[src/cmm_defs.svh]
// address map, field positions and reset values of the core memory map
`ifndef CMM_DEFS_SVH
`define CMM_DEFS_SVH

// ----------------------------------------------------------------------
// special function register addresses
// ----------------------------------------------------------------------
`define CMM_ADDR_SP     8'h81
`define CMM_ADDR_PTR_LO 8'h82
`define CMM_ADDR_PTR_HI 8'h83
`define CMM_ADDR_PTR_PG 8'h84
`define CMM_ADDR_PWR    8'h87
`define CMM_ADDR_P1     8'h90
`define CMM_ADDR_STAT   8'hd0
`define CMM_ADDR_ACCU   8'he0
`define CMM_ADDR_B      8'hf0

// ----------------------------------------------------------------------
// reset values
// ----------------------------------------------------------------------
`define CMM_RST_ZERO    8'h00
`define CMM_RST_SP      8'h07
`define CMM_RST_STAT    8'h00
`define CMM_RST_PWR     8'h00
`define CMM_RST_P1      8'hff
`define CMM_UNMAPPED    8'h00

// ----------------------------------------------------------------------
// status word fields
// ----------------------------------------------------------------------
`define CMM_STAT_CARRY   7
`define CMM_STAT_HALF    6
`define CMM_STAT_OVF     2
`define CMM_STAT_BANK_HI 4
`define CMM_STAT_BANK_LO 3

// ----------------------------------------------------------------------
// power control fields and writable mask (bits 6 and 5 reserved)
// ----------------------------------------------------------------------
`define CMM_PWR_BAUD    7
`define CMM_PWR_LATCH   4
`define CMM_PWR_DOWN    1
`define CMM_PWR_IDLE    0
`define CMM_PWR_MASK    8'h9f

// ----------------------------------------------------------------------
// memory layout
// ----------------------------------------------------------------------
`define CMM_BIT_BASE_HI 4'h2
`define CMM_INT_CODE_TOP 16'h1fff

`endif

[src/cmm_pkg.sv]
// types shared by the core memory map block
package cmm_pkg;

  // ----------------------------------------------------------------------
  // access kinds issued by the execution logic
  // ----------------------------------------------------------------------
  typedef enum logic [3:0] {
    OP_NONE     = 4'h0,
    OP_DIR_RD   = 4'h1,
    OP_DIR_WR   = 4'h2,
    OP_IND_RD   = 4'h3,
    OP_IND_WR   = 4'h4,
    OP_BIT_RD   = 4'h5,
    OP_BIT_WR   = 4'h6,
    OP_PUSH     = 4'h7,
    OP_POP      = 4'h8,
    OP_WREG_RD  = 4'h9,
    OP_WREG_WR  = 4'ha,
    OP_PTR_INC  = 4'hb
  } cmm_op_e;

  // bit write sequencer states
  typedef enum logic {
    ST_IDLE  = 1'b0,
    ST_MERGE = 1'b1
  } cmm_state_e;

  // one access request
  typedef struct packed {
    cmm_op_e    op;
    logic [7:0] addr;
    logic [7:0] wdata;
    logic       bit_val;
  } cmm_req_s;

  // arithmetic flag updates from the alu
  typedef struct packed {
    logic we_carry;
    logic carry;
    logic we_half;
    logic half;
    logic we_ovf;
    logic ovf;
  } cmm_flag_s;

  // power control outputs
  typedef struct packed {
    logic baud_doubler;
    logic latch_strobe_disable;
    logic power_down_enable;
    logic idle_enable;
  } cmm_ctrl_s;

endpackage

[src/cmm_byte_reg.sv]
// one 8-bit register with load enable and reset value
`timescale 1ns/10ps
`default_nettype none

module cmm_byte_reg #(
  parameter logic [7:0] RESET_VAL = 8'h00
) (
  input  wire logic       clk,
  input  wire logic       arst_n,
  input  wire logic       we,
  input  wire logic [7:0] d,
  output logic      [7:0] q
);

  // ----------------------------------------------------------------------
  // storage
  // ----------------------------------------------------------------------
  always_ff @(posedge clk or negedge arst_n) begin
    if (!arst_n) begin
      q <= RESET_VAL;
    end else if (we) begin
      q <= d;
    end
  end

endmodule

`default_nettype wire

[src/cmm_core_map.sv]
// internal data memory map and core special function registers
//
// What this block does
// - push increments stack pointer, then writes
// - stack pointer resets to 07h
// - pointer bytes separate; pair increment carries into page
// - data pointer drives code and data addresses
// - low 32 bytes are four register banks
// - next 16 bytes bit addressable, bits 00h-7fh
// - status bits 4:3 select active bank
// - status word at d0h, reset 00h, bitwise
// - status word flag positions, two user flags
// - power control at 87h, reset 00h, bytewise
// - power control bit meanings, 6:5 reserved
// - upper 128 direct addresses are special registers
// - only x0h/x8h special registers are bit addressable
// - unmapped special addresses hold no register
// - program and data spaces kept separate
// - aux register is second mul/div operand
// - port 1 digital only after writing zero
// - external access pin picks fetch source
`timescale 1ns/10ps
`default_nettype none
`include "cmm_defs.svh"

module cmm_core_map (
  input  wire logic              clk,
  input  wire logic              arst_n,
  input  wire cmm_pkg::cmm_req_s req,
  input  wire cmm_pkg::cmm_flag_s flags,
  output logic                   ready,
  output logic                   rsp_valid,
  output logic [7:0]             rsp_data,
  output logic                   rsp_bit,
  output logic [1:0]             bank_sel,
  output cmm_pkg::cmm_ctrl_s     ctrl,
  output logic [23:0]            data_pointer,
  output logic [7:0]             stack_pointer,
  output logic [7:0]             accumulator,
  output logic [7:0]             aux_operand,
  output logic                   carry_flag,
  output logic [7:0]             port1_digital_en,
  input  wire logic              external_fetch_select,
  input  wire logic [15:0]       fetch_addr,
  output logic                   fetch_internal
);
  import cmm_pkg::*;

  // ----------------------------------------------------------------------
  // declarations
  // ----------------------------------------------------------------------
  cmm_state_e  state;              // bit write sequencer
  logic        take;               // request accepted this cycle
  logic        ram_we;             // ram write strobe
  logic [7:0]  ram_addr;           // ram address
  logic [7:0]  ram_wd;             // ram write data
  logic [7:0]  ram_rd;             // ram read data, registered
  logic        sfr_we;             // special register write strobe
  logic [7:0]  sfr_addr;           // special register address
  logic [7:0]  sfr_wd;             // special register write data
  logic [7:0]  sfr_rd;             // special register read value
  logic        sp_we;              // push or pop moves the stack
  logic [7:0]  next_sp;            // stack pointer after push/pop
  logic        ptr_inc;            // increment the pointer chain
  logic [23:0] next_ptr;           // incremented pointer
  logic        is_rd;              // request returns data
  logic        rd_ram;             // read data comes from ram
  logic [7:0]  bit_byte;           // byte holding an addressed bit
  logic        merge_go;           // ram bit write needs a merge
  logic [7:0]  merged;             // ram byte with one bit replaced
  logic [7:0]  mg_addr;            // merge target byte
  logic [2:0]  mg_idx;             // merge bit index
  logic        mg_val;             // merge bit value
  logic        rsel_ram;           // answer taken from ram
  logic [2:0]  bitsel;             // answer bit index
  logic [7:0]  sfr_rd_q;           // captured special register value
  logic [7:0]  stat;               // stored status bits 7..1
  logic [7:0]  pwr;                // power control storage
  logic [7:0]  p1;                 // port 1 latch
  logic [7:0]  ptr_lo;             // pointer_low_byte
  logic [7:0]  ptr_hi;             // pointer_high_byte
  logic [7:0]  ptr_pg;             // pointer_page_byte
  logic [7:0]  stat_view;          // status word with live parity
  logic        fsel_s1;            // pin synchroniser, first stage
  logic        fsel_s2;            // pin synchroniser, second stage

  // ----------------------------------------------------------------------
  // handshake
  // ----------------------------------------------------------------------
  // a ram bit write costs two cycles, so hold off the core meanwhile
  assign ready = (state == ST_IDLE);
  assign take  = ready && (req.op != OP_NONE);

  // ----------------------------------------------------------------------
  // bit address to byte address
  // ----------------------------------------------------------------------
  // low bit addresses land in ram 20h..2fh, high ones in x0h/x8h regs
  always_comb begin
    if (req.addr[7]) begin
      bit_byte = {req.addr[7:3], 3'b000};
    end else begin
      bit_byte = {`CMM_BIT_BASE_HI, req.addr[6:3]};
    end
  end

  // ----------------------------------------------------------------------
  // status word view, parity follows the accumulator
  // ----------------------------------------------------------------------
  assign stat_view = {stat[7:1], ^accumulator};

  // ----------------------------------------------------------------------
  // special register read mux
  // ----------------------------------------------------------------------
  always_comb begin
    unique case (sfr_addr)
      `CMM_ADDR_SP:     sfr_rd = stack_pointer;
      `CMM_ADDR_PTR_LO: sfr_rd = ptr_lo;
      `CMM_ADDR_PTR_HI: sfr_rd = ptr_hi;
      `CMM_ADDR_PTR_PG: sfr_rd = ptr_pg;
      `CMM_ADDR_PWR:    sfr_rd = pwr & `CMM_PWR_MASK;
      `CMM_ADDR_P1:     sfr_rd = p1;
      `CMM_ADDR_STAT:   sfr_rd = stat_view;
      `CMM_ADDR_ACCU:   sfr_rd = accumulator;
      `CMM_ADDR_B:      sfr_rd = aux_operand;
      // empty locations have no storage; a fixed zero is returned
      default:        sfr_rd = `CMM_UNMAPPED;
    endcase
  end

  // ----------------------------------------------------------------------
  // ram byte for the second half of a bit write
  // ----------------------------------------------------------------------
  always_comb begin
    merged         = ram_rd;
    merged[mg_idx] = mg_val;
  end

  // ----------------------------------------------------------------------
  // request decode
  // ----------------------------------------------------------------------
  always_comb begin
    ram_addr = req.addr;
    ram_we   = 1'b0;
    ram_wd   = req.wdata;
    sfr_we   = 1'b0;
    sfr_addr = req.addr;
    sfr_wd   = req.wdata;
    sp_we    = 1'b0;
    next_sp  = stack_pointer;
    ptr_inc  = 1'b0;
    is_rd    = 1'b0;
    rd_ram   = 1'b0;
    merge_go = 1'b0;
    if (state == ST_MERGE) begin
      // write back the byte read last cycle
      ram_addr = mg_addr;
      ram_we   = 1'b1;
      ram_wd   = merged;
    end else if (take) begin
      unique case (req.op)
        OP_DIR_RD: begin
          // direct upper half means special registers, not ram
          is_rd  = 1'b1;
          rd_ram = !req.addr[7];
        end
        OP_DIR_WR: begin
          if (req.addr[7]) begin
            sfr_we = 1'b1;
          end else begin
            ram_we = 1'b1;
          end
        end
        OP_IND_RD: begin
          // indirect reaches all 256 ram bytes, never registers
          is_rd  = 1'b1;
          rd_ram = 1'b1;
        end
        OP_IND_WR: begin
          ram_we = 1'b1;
        end
        OP_BIT_RD: begin
          is_rd    = 1'b1;
          ram_addr = bit_byte;
          sfr_addr = bit_byte;
          rd_ram   = !req.addr[7];
        end
        OP_BIT_WR: begin
          if (req.addr[7]) begin
            // registers are flops, so merge in a single cycle
            sfr_addr                = bit_byte;
            sfr_wd                  = sfr_rd;
            sfr_wd[req.addr[2:0]]   = req.bit_val;
            sfr_we                  = 1'b1;
          end else begin
            ram_addr = bit_byte;
            merge_go = 1'b1;
          end
        end
        OP_PUSH: begin
          // pointer moves up first, data goes to the new slot
          next_sp  = stack_pointer + 8'h01;
          sp_we    = 1'b1;
          ram_addr = next_sp;
          ram_we   = 1'b1;
        end
        OP_POP: begin
          is_rd    = 1'b1;
          rd_ram   = 1'b1;
          ram_addr = stack_pointer;
          next_sp  = stack_pointer - 8'h01;
          sp_we    = 1'b1;
        end
        OP_WREG_RD: begin
          ram_addr = {3'b000, bank_sel, req.addr[2:0]};
          is_rd    = 1'b1;
          rd_ram   = 1'b1;
        end
        OP_WREG_WR: begin
          ram_addr = {3'b000, bank_sel, req.addr[2:0]};
          ram_we   = 1'b1;
        end
        OP_PTR_INC: begin
          ptr_inc = 1'b1;
        end
        OP_NONE: begin
        end
        default: begin
        end
      endcase
    end
  end

  // ----------------------------------------------------------------------
  // bit write sequencer
  // ----------------------------------------------------------------------
  always_ff @(posedge clk or negedge arst_n) begin
    if (!arst_n) begin
      state   <= ST_IDLE;
      mg_addr <= 8'h00;
      mg_idx  <= 3'h0;
      mg_val  <= 1'b0;
    end else if (state == ST_MERGE) begin
      state <= ST_IDLE;
    end else if (merge_go) begin
      state   <= ST_MERGE;
      mg_addr <= bit_byte;
      mg_idx  <= req.addr[2:0];
      mg_val  <= req.bit_val;
    end
  end

  // ----------------------------------------------------------------------
  // read answer, one cycle after the request
  // ----------------------------------------------------------------------
  always_ff @(posedge clk or negedge arst_n) begin
    if (!arst_n) begin
      rsp_valid <= 1'b0;
      rsel_ram  <= 1'b0;
      bitsel    <= 3'h0;
      sfr_rd_q  <= 8'h00;
    end else begin
      rsp_valid <= is_rd;
      if (is_rd) begin
        rsel_ram <= rd_ram;
        bitsel   <= req.addr[2:0];
        sfr_rd_q <= sfr_rd;
      end
    end
  end

  assign rsp_data = rsel_ram ? ram_rd : sfr_rd_q;
  assign rsp_bit  = rsp_data[bitsel];

  // ----------------------------------------------------------------------
  // internal ram
  // ----------------------------------------------------------------------
  cmm_iram u_iram (
    .clk    (clk),
    .arst_n (arst_n),
    .we     (ram_we),
    .addr   (ram_addr),
    .wd     (ram_wd),
    .rd     (ram_rd)
  );

  // ----------------------------------------------------------------------
  // stack pointer
  // ----------------------------------------------------------------------
  cmm_byte_reg #(.RESET_VAL(`CMM_RST_SP)) u_sp (
    .clk    (clk),
    .arst_n (arst_n),
    .we     (sp_we || (sfr_we && sfr_addr == `CMM_ADDR_SP)),
    .d      (sp_we ? next_sp : sfr_wd),
    .q      (stack_pointer)
  );

  // ----------------------------------------------------------------------
  // data pointer chain, increment ripples into the page byte
  // ----------------------------------------------------------------------
  assign next_ptr = {ptr_pg, ptr_hi, ptr_lo} + 24'h000001;

  cmm_byte_reg #(.RESET_VAL(`CMM_RST_ZERO)) u_ptr_lo (
    .clk    (clk),
    .arst_n (arst_n),
    .we     (ptr_inc || (sfr_we && sfr_addr == `CMM_ADDR_PTR_LO)),
    .d      (ptr_inc ? next_ptr[7:0] : sfr_wd),
    .q      (ptr_lo)
  );

  cmm_byte_reg #(.RESET_VAL(`CMM_RST_ZERO)) u_ptr_hi (
    .clk    (clk),
    .arst_n (arst_n),
    .we     (ptr_inc || (sfr_we && sfr_addr == `CMM_ADDR_PTR_HI)),
    .d      (ptr_inc ? next_ptr[15:8] : sfr_wd),
    .q      (ptr_hi)
  );

  cmm_byte_reg #(.RESET_VAL(`CMM_RST_ZERO)) u_ptr_pg (
    .clk    (clk),
    .arst_n (arst_n),
    .we     (ptr_inc || (sfr_we && sfr_addr == `CMM_ADDR_PTR_PG)),
    .d      (ptr_inc ? next_ptr[23:16] : sfr_wd),
    .q      (ptr_pg)
  );

  assign data_pointer = {ptr_pg, ptr_hi, ptr_lo};

  // ----------------------------------------------------------------------
  // accumulator and aux operand
  // ----------------------------------------------------------------------
  cmm_byte_reg #(.RESET_VAL(`CMM_RST_ZERO)) u_accu (
    .clk    (clk),
    .arst_n (arst_n),
    .we     (sfr_we && sfr_addr == `CMM_ADDR_ACCU),
    .d      (sfr_wd),
    .q      (accumulator)
  );

  // exported straight to the multiplier/divider as second operand
  cmm_byte_reg #(.RESET_VAL(`CMM_RST_ZERO)) u_b (
    .clk    (clk),
    .arst_n (arst_n),
    .we     (sfr_we && sfr_addr == `CMM_ADDR_B),
    .d      (sfr_wd),
    .q      (aux_operand)
  );

  // ----------------------------------------------------------------------
  // port 1 latch, ones keep the pins analog
  // ----------------------------------------------------------------------
  cmm_byte_reg #(.RESET_VAL(`CMM_RST_P1)) u_p1 (
    .clk    (clk),
    .arst_n (arst_n),
    .we     (sfr_we && sfr_addr == `CMM_ADDR_P1),
    .d      (sfr_wd),
    .q      (p1)
  );

  assign port1_digital_en = ~p1;

  // ----------------------------------------------------------------------
  // status word, alu flag updates win over a software write
  // ----------------------------------------------------------------------
  always_ff @(posedge clk or negedge arst_n) begin
    if (!arst_n) begin
      stat <= `CMM_RST_STAT;
    end else begin
      if (sfr_we && sfr_addr == `CMM_ADDR_STAT) begin
        stat <= {sfr_wd[7:1], 1'b0};
      end
      // later assignments take priority: hardware beats software
      if (flags.we_carry) begin
        stat[`CMM_STAT_CARRY] <= flags.carry;
      end
      if (flags.we_half) begin
        stat[`CMM_STAT_HALF] <= flags.half;
      end
      if (flags.we_ovf) begin
        stat[`CMM_STAT_OVF] <= flags.ovf;
      end
    end
  end

  assign bank_sel   = stat[`CMM_STAT_BANK_HI:`CMM_STAT_BANK_LO];
  assign carry_flag = stat[`CMM_STAT_CARRY];

  // ----------------------------------------------------------------------
  // power control, byte writes only, reserved bits never stored
  // ----------------------------------------------------------------------
  always_ff @(posedge clk or negedge arst_n) begin
    if (!arst_n) begin
      pwr <= `CMM_RST_PWR;
    end else if (sfr_we && sfr_addr == `CMM_ADDR_PWR) begin
      // a bit write would come through the x0h/x8h path, never here
      pwr <= sfr_wd & `CMM_PWR_MASK;
    end
  end

  assign ctrl.baud_doubler         = pwr[`CMM_PWR_BAUD];
  assign ctrl.latch_strobe_disable = pwr[`CMM_PWR_LATCH];
  assign ctrl.power_down_enable    = pwr[`CMM_PWR_DOWN];
  assign ctrl.idle_enable          = pwr[`CMM_PWR_IDLE];

  // ----------------------------------------------------------------------
  // fetch source select, pin synchronised first
  // ----------------------------------------------------------------------
  always_ff @(posedge clk or negedge arst_n) begin
    if (!arst_n) begin
      fsel_s1 <= 1'b0;
      fsel_s2 <= 1'b0;
    end else begin
      fsel_s1 <= external_fetch_select;
      fsel_s2 <= fsel_s1;
    end
  end

  // code space is a separate bus; this map never serves fetches
  assign fetch_internal = fsel_s2 &&
                          (fetch_addr <= `CMM_INT_CODE_TOP);

endmodule

`default_nettype wire

[src/cmm_iram.sv]
// 256-byte internal data ram, registered read port
`timescale 1ns/10ps
`default_nettype none

module cmm_iram (
  input  wire logic       clk,
  input  wire logic       arst_n,
  input  wire logic       we,
  input  wire logic [7:0] addr,
  input  wire logic [7:0] wd,
  output logic      [7:0] rd
);

  logic [7:0] mem [256];  // array has no reset, like real ram

  // ----------------------------------------------------------------------
  // write port
  // ----------------------------------------------------------------------
  always_ff @(posedge clk) begin
    if (we) begin
      mem[addr] <= wd;
    end
  end

  // ----------------------------------------------------------------------
  // read data register, one cycle after address
  // ----------------------------------------------------------------------
  always_ff @(posedge clk or negedge arst_n) begin
    if (!arst_n) begin
      rd <= 8'h00;
    end else if (!we) begin
      rd <= mem[addr];
    end
  end

endmodule

`default_nettype wire

[config.mk]
export PLATFORM = sky130hd
export DESIGN_NAME = cmm_core_map
export DESIGN_NICKNAME = d
export VERILOG_FILES = /design/src/cmm_pkg.sv /design/src/cmm_byte_reg.sv /design/src/cmm_core_map.sv /design/src/cmm_iram.sv
export VERILOG_INCLUDE_DIRS = /design/src
export SDC_FILE = /design/constraint.sdc
export NUM_CORES = 2
export LEC_CHECK = 0
export ABC_AREA = 1
export BUFFER_PORTS_ARGS = -buffer_cell sky130_fd_sc_hd__buf_2
export CAP_MARGIN = 20
export CORE_AREA = 2 2 432 434
export CTS_CLUSTER_SIZE = 24
export DETAILED_ROUTE_END_ITERATION = 16
export DIE_AREA = 0 0 434 436
export PLACE_DENSITY = 0.69
export SLEW_MARGIN = 40
export SYNTH_ARGS = -nofsm -noshare
export SYNTH_HDL_FRONTEND = slang
export SYNTH_SLANG_ARGS = --single-unit
[constraint.sdc]
create_clock -name clk -period 13.15 [get_ports clk]
set_clock_uncertainty 0.05 [all_clocks]
set_input_delay 2.63 -clock clk [delete_from_list [all_inputs] [get_ports clk]]
set_output_delay 2.63 -clock clk [all_outputs]
set_load 0.01 [all_outputs]
# [Word level (Yosys, flattened, before mapping)]
# Memories as Yosys holds them, arrays and structs flattened. A register that Yosys moved wholly into a read port is not among the register bits.
# Index checks and enable logic that the tools add are counted.
[op_classes] eq_ne=23 magnitude_cmp=6 reduce_logical=34 bitwise_logic=2 n_mux=62 add_sub_neg=3
[op_table] op="two-way mux 8 bit" n=20
[op_table] op="equality test 8 bit, second input constant" n=9
[op_table] op="case mux 8 bit (9 select lines)" n=1
[op_table] op="case mux 8 bit (5 select lines)" n=1
[op_table] op="case mux 8 bit (2 select lines)" n=2
[op_table] op="two-way mux 1 bit" n=31
[op_table] op="adder 24 x 1 -> 24 bit, second input constant" n=1
[op_table] op="bitwise mux 8 bit" n=2
[op_table] op="equality test 4 x 3 -> 1 bit, second input constant" n=4
[op_table] op="equality test 4 bit, second input constant" n=4
[op_table] op="less-or-equal comparator 16 x 13 -> 1 bit, second input constant" n=1
[op_table] op="logical AND 1 bit" n=13
[op_table] op="less-than comparator 3 x 4 -> 1 bit, second input constant" n=3
[op_table] op="adder 8 x 1 -> 8 bit, second input constant" n=1
[op_table] op="equality test 4 x 2 -> 1 bit, second input constant" n=2
[op_table] op="inverter 8 bit" n=1
[op_table] op="OR reduction 2 bit" n=4
[op_table] op="parity 8 bit" n=1
[op_table] op="subtractor 8 x 1 -> 8 bit, second input constant" n=1
[op_table] op="demux 1 bit (select 3 bit)" n=2
[op_table] op="greater-or-equal comparator 3 x 1 -> 1 bit, second input constant" n=2
[op_table] op="nonzero test 2 bit" n=3
[op_table] op="OR reduction 3 bit" n=2
[op_table] op="OR reduction 5 bit" n=1
[op_table] op="other kinds (11)" n=18
[word_totals] wordCells=153 in_bits=46 ram_bits=2048 output_inout_bits=75 reg_bits=97 mem_count=1
[memory_table] memory="u_iram.mem" depth=256 width=8 rd=1 rd_clocked_by_memory_dff=1 write_ports=1 line_no="cmm_iram.sv:14" source="logic [7:0] mem [256];"

# [Depth between registers and ports, before layout]
[depth] ltp_word=14 mapped_depth=28 ltp_nobuf=25

# [Hierarchy]
# A second synthesis with hierarchy kept.
[hier_totals] hier_cells=8525 hier_area_um2=90655.7
[modules_own_cells] module="cmm_iram" area_per_inst_um2=83486.3 instances=1 seq_area_each_um2=61699.2 cells_per_inst=7435
[modules_own_cells] module="cmm_core_map" area_per_inst_um2=5018.6 instances=1 seq_area_each_um2=1026.0 cells_per_inst=852
[modules_own_cells] module="cmm_byte_reg (u_accu ...)" area_per_inst_um2=305.3 instances=5 seq_area_each_um2=200.2 cells_per_inst=34
[modules_own_cells] module="cmm_byte_reg (u_p1)" area_per_inst_um2=315.3 instances=1 seq_area_each_um2=210.2 cells_per_inst=34
[modules_own_cells] module="cmm_byte_reg (u_sp)" area_per_inst_um2=309.0 instances=1 seq_area_each_um2=203.9 cells_per_inst=34

# [Worst setup path before layout]
# Ideal clock, no wire load.
[synth_timing] path_type="input to register" from="in req[2] in the netlist's numbering" to="mem u_iram.mem[0][1] (data pin)" arrival_time_ns=12.590 path_stages=2 path_buffers=0 setup_time_ns=2.187 setup_slack_ns=-1.677 path_cell_list="inv_1 -> o21ai_0"
[synth_via] elab_chain_cells=1
[synth_rtl] item="start, declared" line_no="cmm_core_map.sv:29" source="input wire cmm_pkg::cmm_req_s req,"
[synth_rtl] item="two-way mux 8 bit" line_no="cmm_core_map.sv:154" source="if (state == ST_MERGE) begin"
[synth_rtl] item="named net ram_wd[1]" line_no="cmm_core_map.sv:56" source="logic [7:0] ram_wd;"
[synth_rtl] item="end, declared" line_no="cmm_iram.sv:14"
# The timed path passes the listed nets, and every way through them passes these cells.

# [Worst setup path in the final report]
[layout_timing] from="in req[20] in the netlist's numbering" to="reg u_iram.rd[0], read port of u_iram.mem"
[layout_via] elab_chain_cells=6
[layout_rtl] item="equality test 4 x 3 -> 1 bit or equality test 4 bit (tied branches)" line_no="cmm_core_map.sv:160" source="unique case (req.op)"
[layout_rtl] item="OR reduction 3 bit (no line)"
[layout_rtl] item="case mux 1 bit (2 select lines)" line_no="cmm_core_map.sv:160"
[layout_rtl] item="two-way mux 1 bit" line_no="cmm_core_map.sv:159" source="end else if (take) begin"
[layout_rtl] item="two-way mux 1 bit" line_no="cmm_core_map.sv:154"
[layout_rtl] item="zero test 1 bit (no line)"
[layout_rtl] item="end, declared" line_no="cmm_iram.sv:11" source="output logic [7:0] rd"
# Parallel ways exist; a longest one is shown, timed or not.
# A chain may end at the register's enable or synchronous reset.

==> flow_summary.json <==
{
  "cts_tree": "yes",
  "syn-num-nets": 9293,
  "portBuffers": 107,
  "gr-total-overflow": 0,
  "synth_ff_type": "edfxtp_1",
  "insertion_delay_ns": 0.87,
  "fmax_mhz": 134,
  "async_flop_share_pct": 4.88,
  "drt-met1-wl_mm": 103,
  "clockRootBuffer": "clkbuf_16",
  "place.gp.congestion": 0.912,
  "dpl_cell_area_mm2": 0.0963,
  "irDropWorstVdd_uv": 138,
  "fin_crit_sh_pct": 56.6,
  "final_cell_mix": "nand2_1 (3874), edfxtp_1 (2048), nand3_1 (1144)",
  "fin_nets": 9132,
  "die_h_um": 436,
  "grt_max_degree": 189,
  "fillers": 15400,
  "hold_viol_final": 0,
  "start_kind": "input port",
  "area_delta_synth_final_pct": 10.3,
  "cts_resized": 0,
  "start_util_pct": 50.8,
  "layout_commonest_cell": "nand2_1",
  "vias_per_cell": 5.77,
  "fin_tns_setup_ns": 0,
  "grt_pass1_vias": 64000,
  "status": "finished clean",
  "drc": 0,
  "cts_max_level": 4,
  "cts_sinks": 2153,
  "final_core_util_pct": 56.1,
  "wirelength_mm": 260,
  "rsz0062_at_grt": "no",
  "cp_max_fo": 106,
  "path_class": "input port to register",
  "power_mw": 16.0,
  "ys_ff_latch": 2153,
  "syn_area_mm2": 0.0939,
  "min_period_ns": 7.45,
  "ios": 121,
  "met3_length_mm": 26.4,
  "hpwlAfterDp_mm": 142,
  "setup_viol": 0,
  "firstDrtPassIters": 8,
  "drt.antenna.violating_nets": 0,
  "cts_buffers": 213,
  "cp.arrival_ns": 8.14,
  "clkTransAtPathRegs_ns": 0.06,
  "maxCapViolCount": 0,
  "fin_area_mm2": 0.103,
  "synthCells": 9244,
  "cts_setup_buffers": 0,
  "p_per_area_mw_per_mm2": 155,
  "core_area_mm2": 0.185,
  "clock_path_buffers": 3,
  "rows": 158,
  "synth-edff-count": 2048,
  "grt_pass1_wl_mm": 390,
  "ys_seq_area_share_pct": 68.3,
  "tightest_slew_ns": 0.894,
  "die_w_um": 434,
  "ys_types": 49,
  "yosys_warnings": 0,
  "critPathCaptureType": "register",
  "cp.required_ns": 13.84,
  "cts_hold_buf": 0,
  "drive_gt1_share_pct": 6.90,
  "worst_hold_path_type": "register to register",
  "slew_viol_final": 0,
  "drt_iter0_markers": 9116,
  "leakage_nw": 40.6,
  "grt.total_usage_pct": 27.0,
  "syn_area_per_cell_um2": 10.2,
  "antenna_found_initial": 5,
  "dr_wl_met2_mm": 121,
  "die-area_mm2": 0.189,
  "avgRoutedWirePerCell_um": 22.1,
  "topRoutingLayerUsed": "met5",
  "vias": 67700,
  "slew_headroom_pct": 40.3
}
==> routing by layer <==
layer	vias to the layer above	track usage [%]
li1	31000	-
met1	32600	37.7
met2	3626	42.6
met3	482	4.67
met4	6	9.73
met5	-	0
==> kinds of logic after synthesis <==
group,after synthesis,synth area share (%)
and+or+nand+nor,5820,25.2
xor gates and xnor gates,16,0.149
buffers and inverters,767,3.48
AOI/OAI and AO/OA,485,2.76
adders and majority gates,3,0.0400
DFF,2153,68.3
==> per-stage QoR <==
step                worst slack [ns]  std cells  hold WS, ns
finish                          5.70      11700        0.300
global route                    5.44      11700        0.315
CTS                             5.61      11700        0.301
detailed placement              4.72      11300        0.286
global placement                4.75      11300        0.284
floorplan                       2.71       9244        0.281
==> flip-flops by register name (all words and copies together) (netlist names), 3 cells and up <==
name,count
u_iram.mem,2048
mg_addr,8
sfr_rd_q,8
u_accu.q,8
u_b.q,8
u_iram.rd,8
u_p1.q,8
u_ptr_hi.q,8
u_ptr_lo.q,8
u_ptr_pg.q,8
u_sp.q,8
stat,7
pwr,6
bitsel,3
mg_idx,3
==> area by class of cell <==
class | count | area [µm²] | share of cell area, %
antenna | 1 | 2.50 | 0.00242
clock buffer | 269 | 5630 | 5.44
clock inverter | 123 | 1270 | 1.23
inverter | 174 | 661 | 0.638
multi-input combinational | 6324 | 26800 | 25.9
sequential | 2153 | 64100 | 62.0
tap | 2480 | 3100 | 3.00
timing repair buffer | 217 | 1910 | 1.84
==> report_power, final <==
part	internal, mW	total (mW)	switching [mW]
sequential	7.59	7.65	0.0584
clock	3.46	6.07	2.61
combinational	0.572	2.28	1.71
total	11.6	16.0	4.38
==> worst max-delay path, cell delays in order <==
cell and delay, ns:
buf_2 0.17, inv_2 0.05, nor2_1 0.17, nand2_1 0.38, nand2_1 0.20, nand2_2 0.14, nand2_4 0.15, nand2_2 0.08
nand2_1 0.06, nand3_1 0.12, o21ai_4 0.25, buf_4 0.67, buf_12 0.51, buf_4 0.71, a21oi_1 0.07, o21ai_0 0.59
nand2_1 0.11, nor2_1 0.16, nor2_1 0.12, nor2_1 0.13, nand2_1 0.06, nand2_1 0.06, nand2_1 0.05, nor2_1 0.28
nor2_1 0.07
==> synth_stat cells (2+ instances only) <==
cell type	instances	area, µm²
nand2_1	3897	14600
edfxtp_1	2048	61500
nand3_1	1144	5730
nor2_1	613	2300
clkbuf_1	274	1030
buf_2	238	1190
a21oi_1	200	1000
inv_1	154	578
o21ai_0	128	641
nand4_1	104	651
dfrtp_1	94	2350
o21ai_1	81	405
buf_1	59	221
o22ai_1	29	181
nor3_1	28	140
buf_4	20	150
inv_2	16	60.1
o211ai_1	14	105
dfstp_2	11	289
or2_2	11	68.8
a31oi_1	10	62.6
xnor2_1	9	78.8
nor4_1	8	50.1
xor2_1	7	61.3
o21bai_1	6	45.0
clkinv_1	4	15.0
nand2_2	4	25.0
nor2_2	4	25.0
o21ai_2	4	35.0
ha_1	3	37.5
a41oi_1	2	17.5
buf_6	2	22.5
nor3_2	2	20.0
==> final timing paths <==
check,startpoint,slack [ns],cells after the start,end
setup / recovery,req[20],5.70,25,u_iram.rd[0]
min in group asynchronous,arst_n,1.63,1,u_sp.q[6]
setup reg to reg,state,6.17,24,u_iram.rd[4]
hold / removal,fsel_s1,0.30,0,fsel_s2
hold reg to reg,fsel_s1,0.30,0,fsel_s2
max in group asynchronous,arst_n,10.45,3,u_p1.q[2]
No activity file was read; power rests on OpenSTA's default activity.
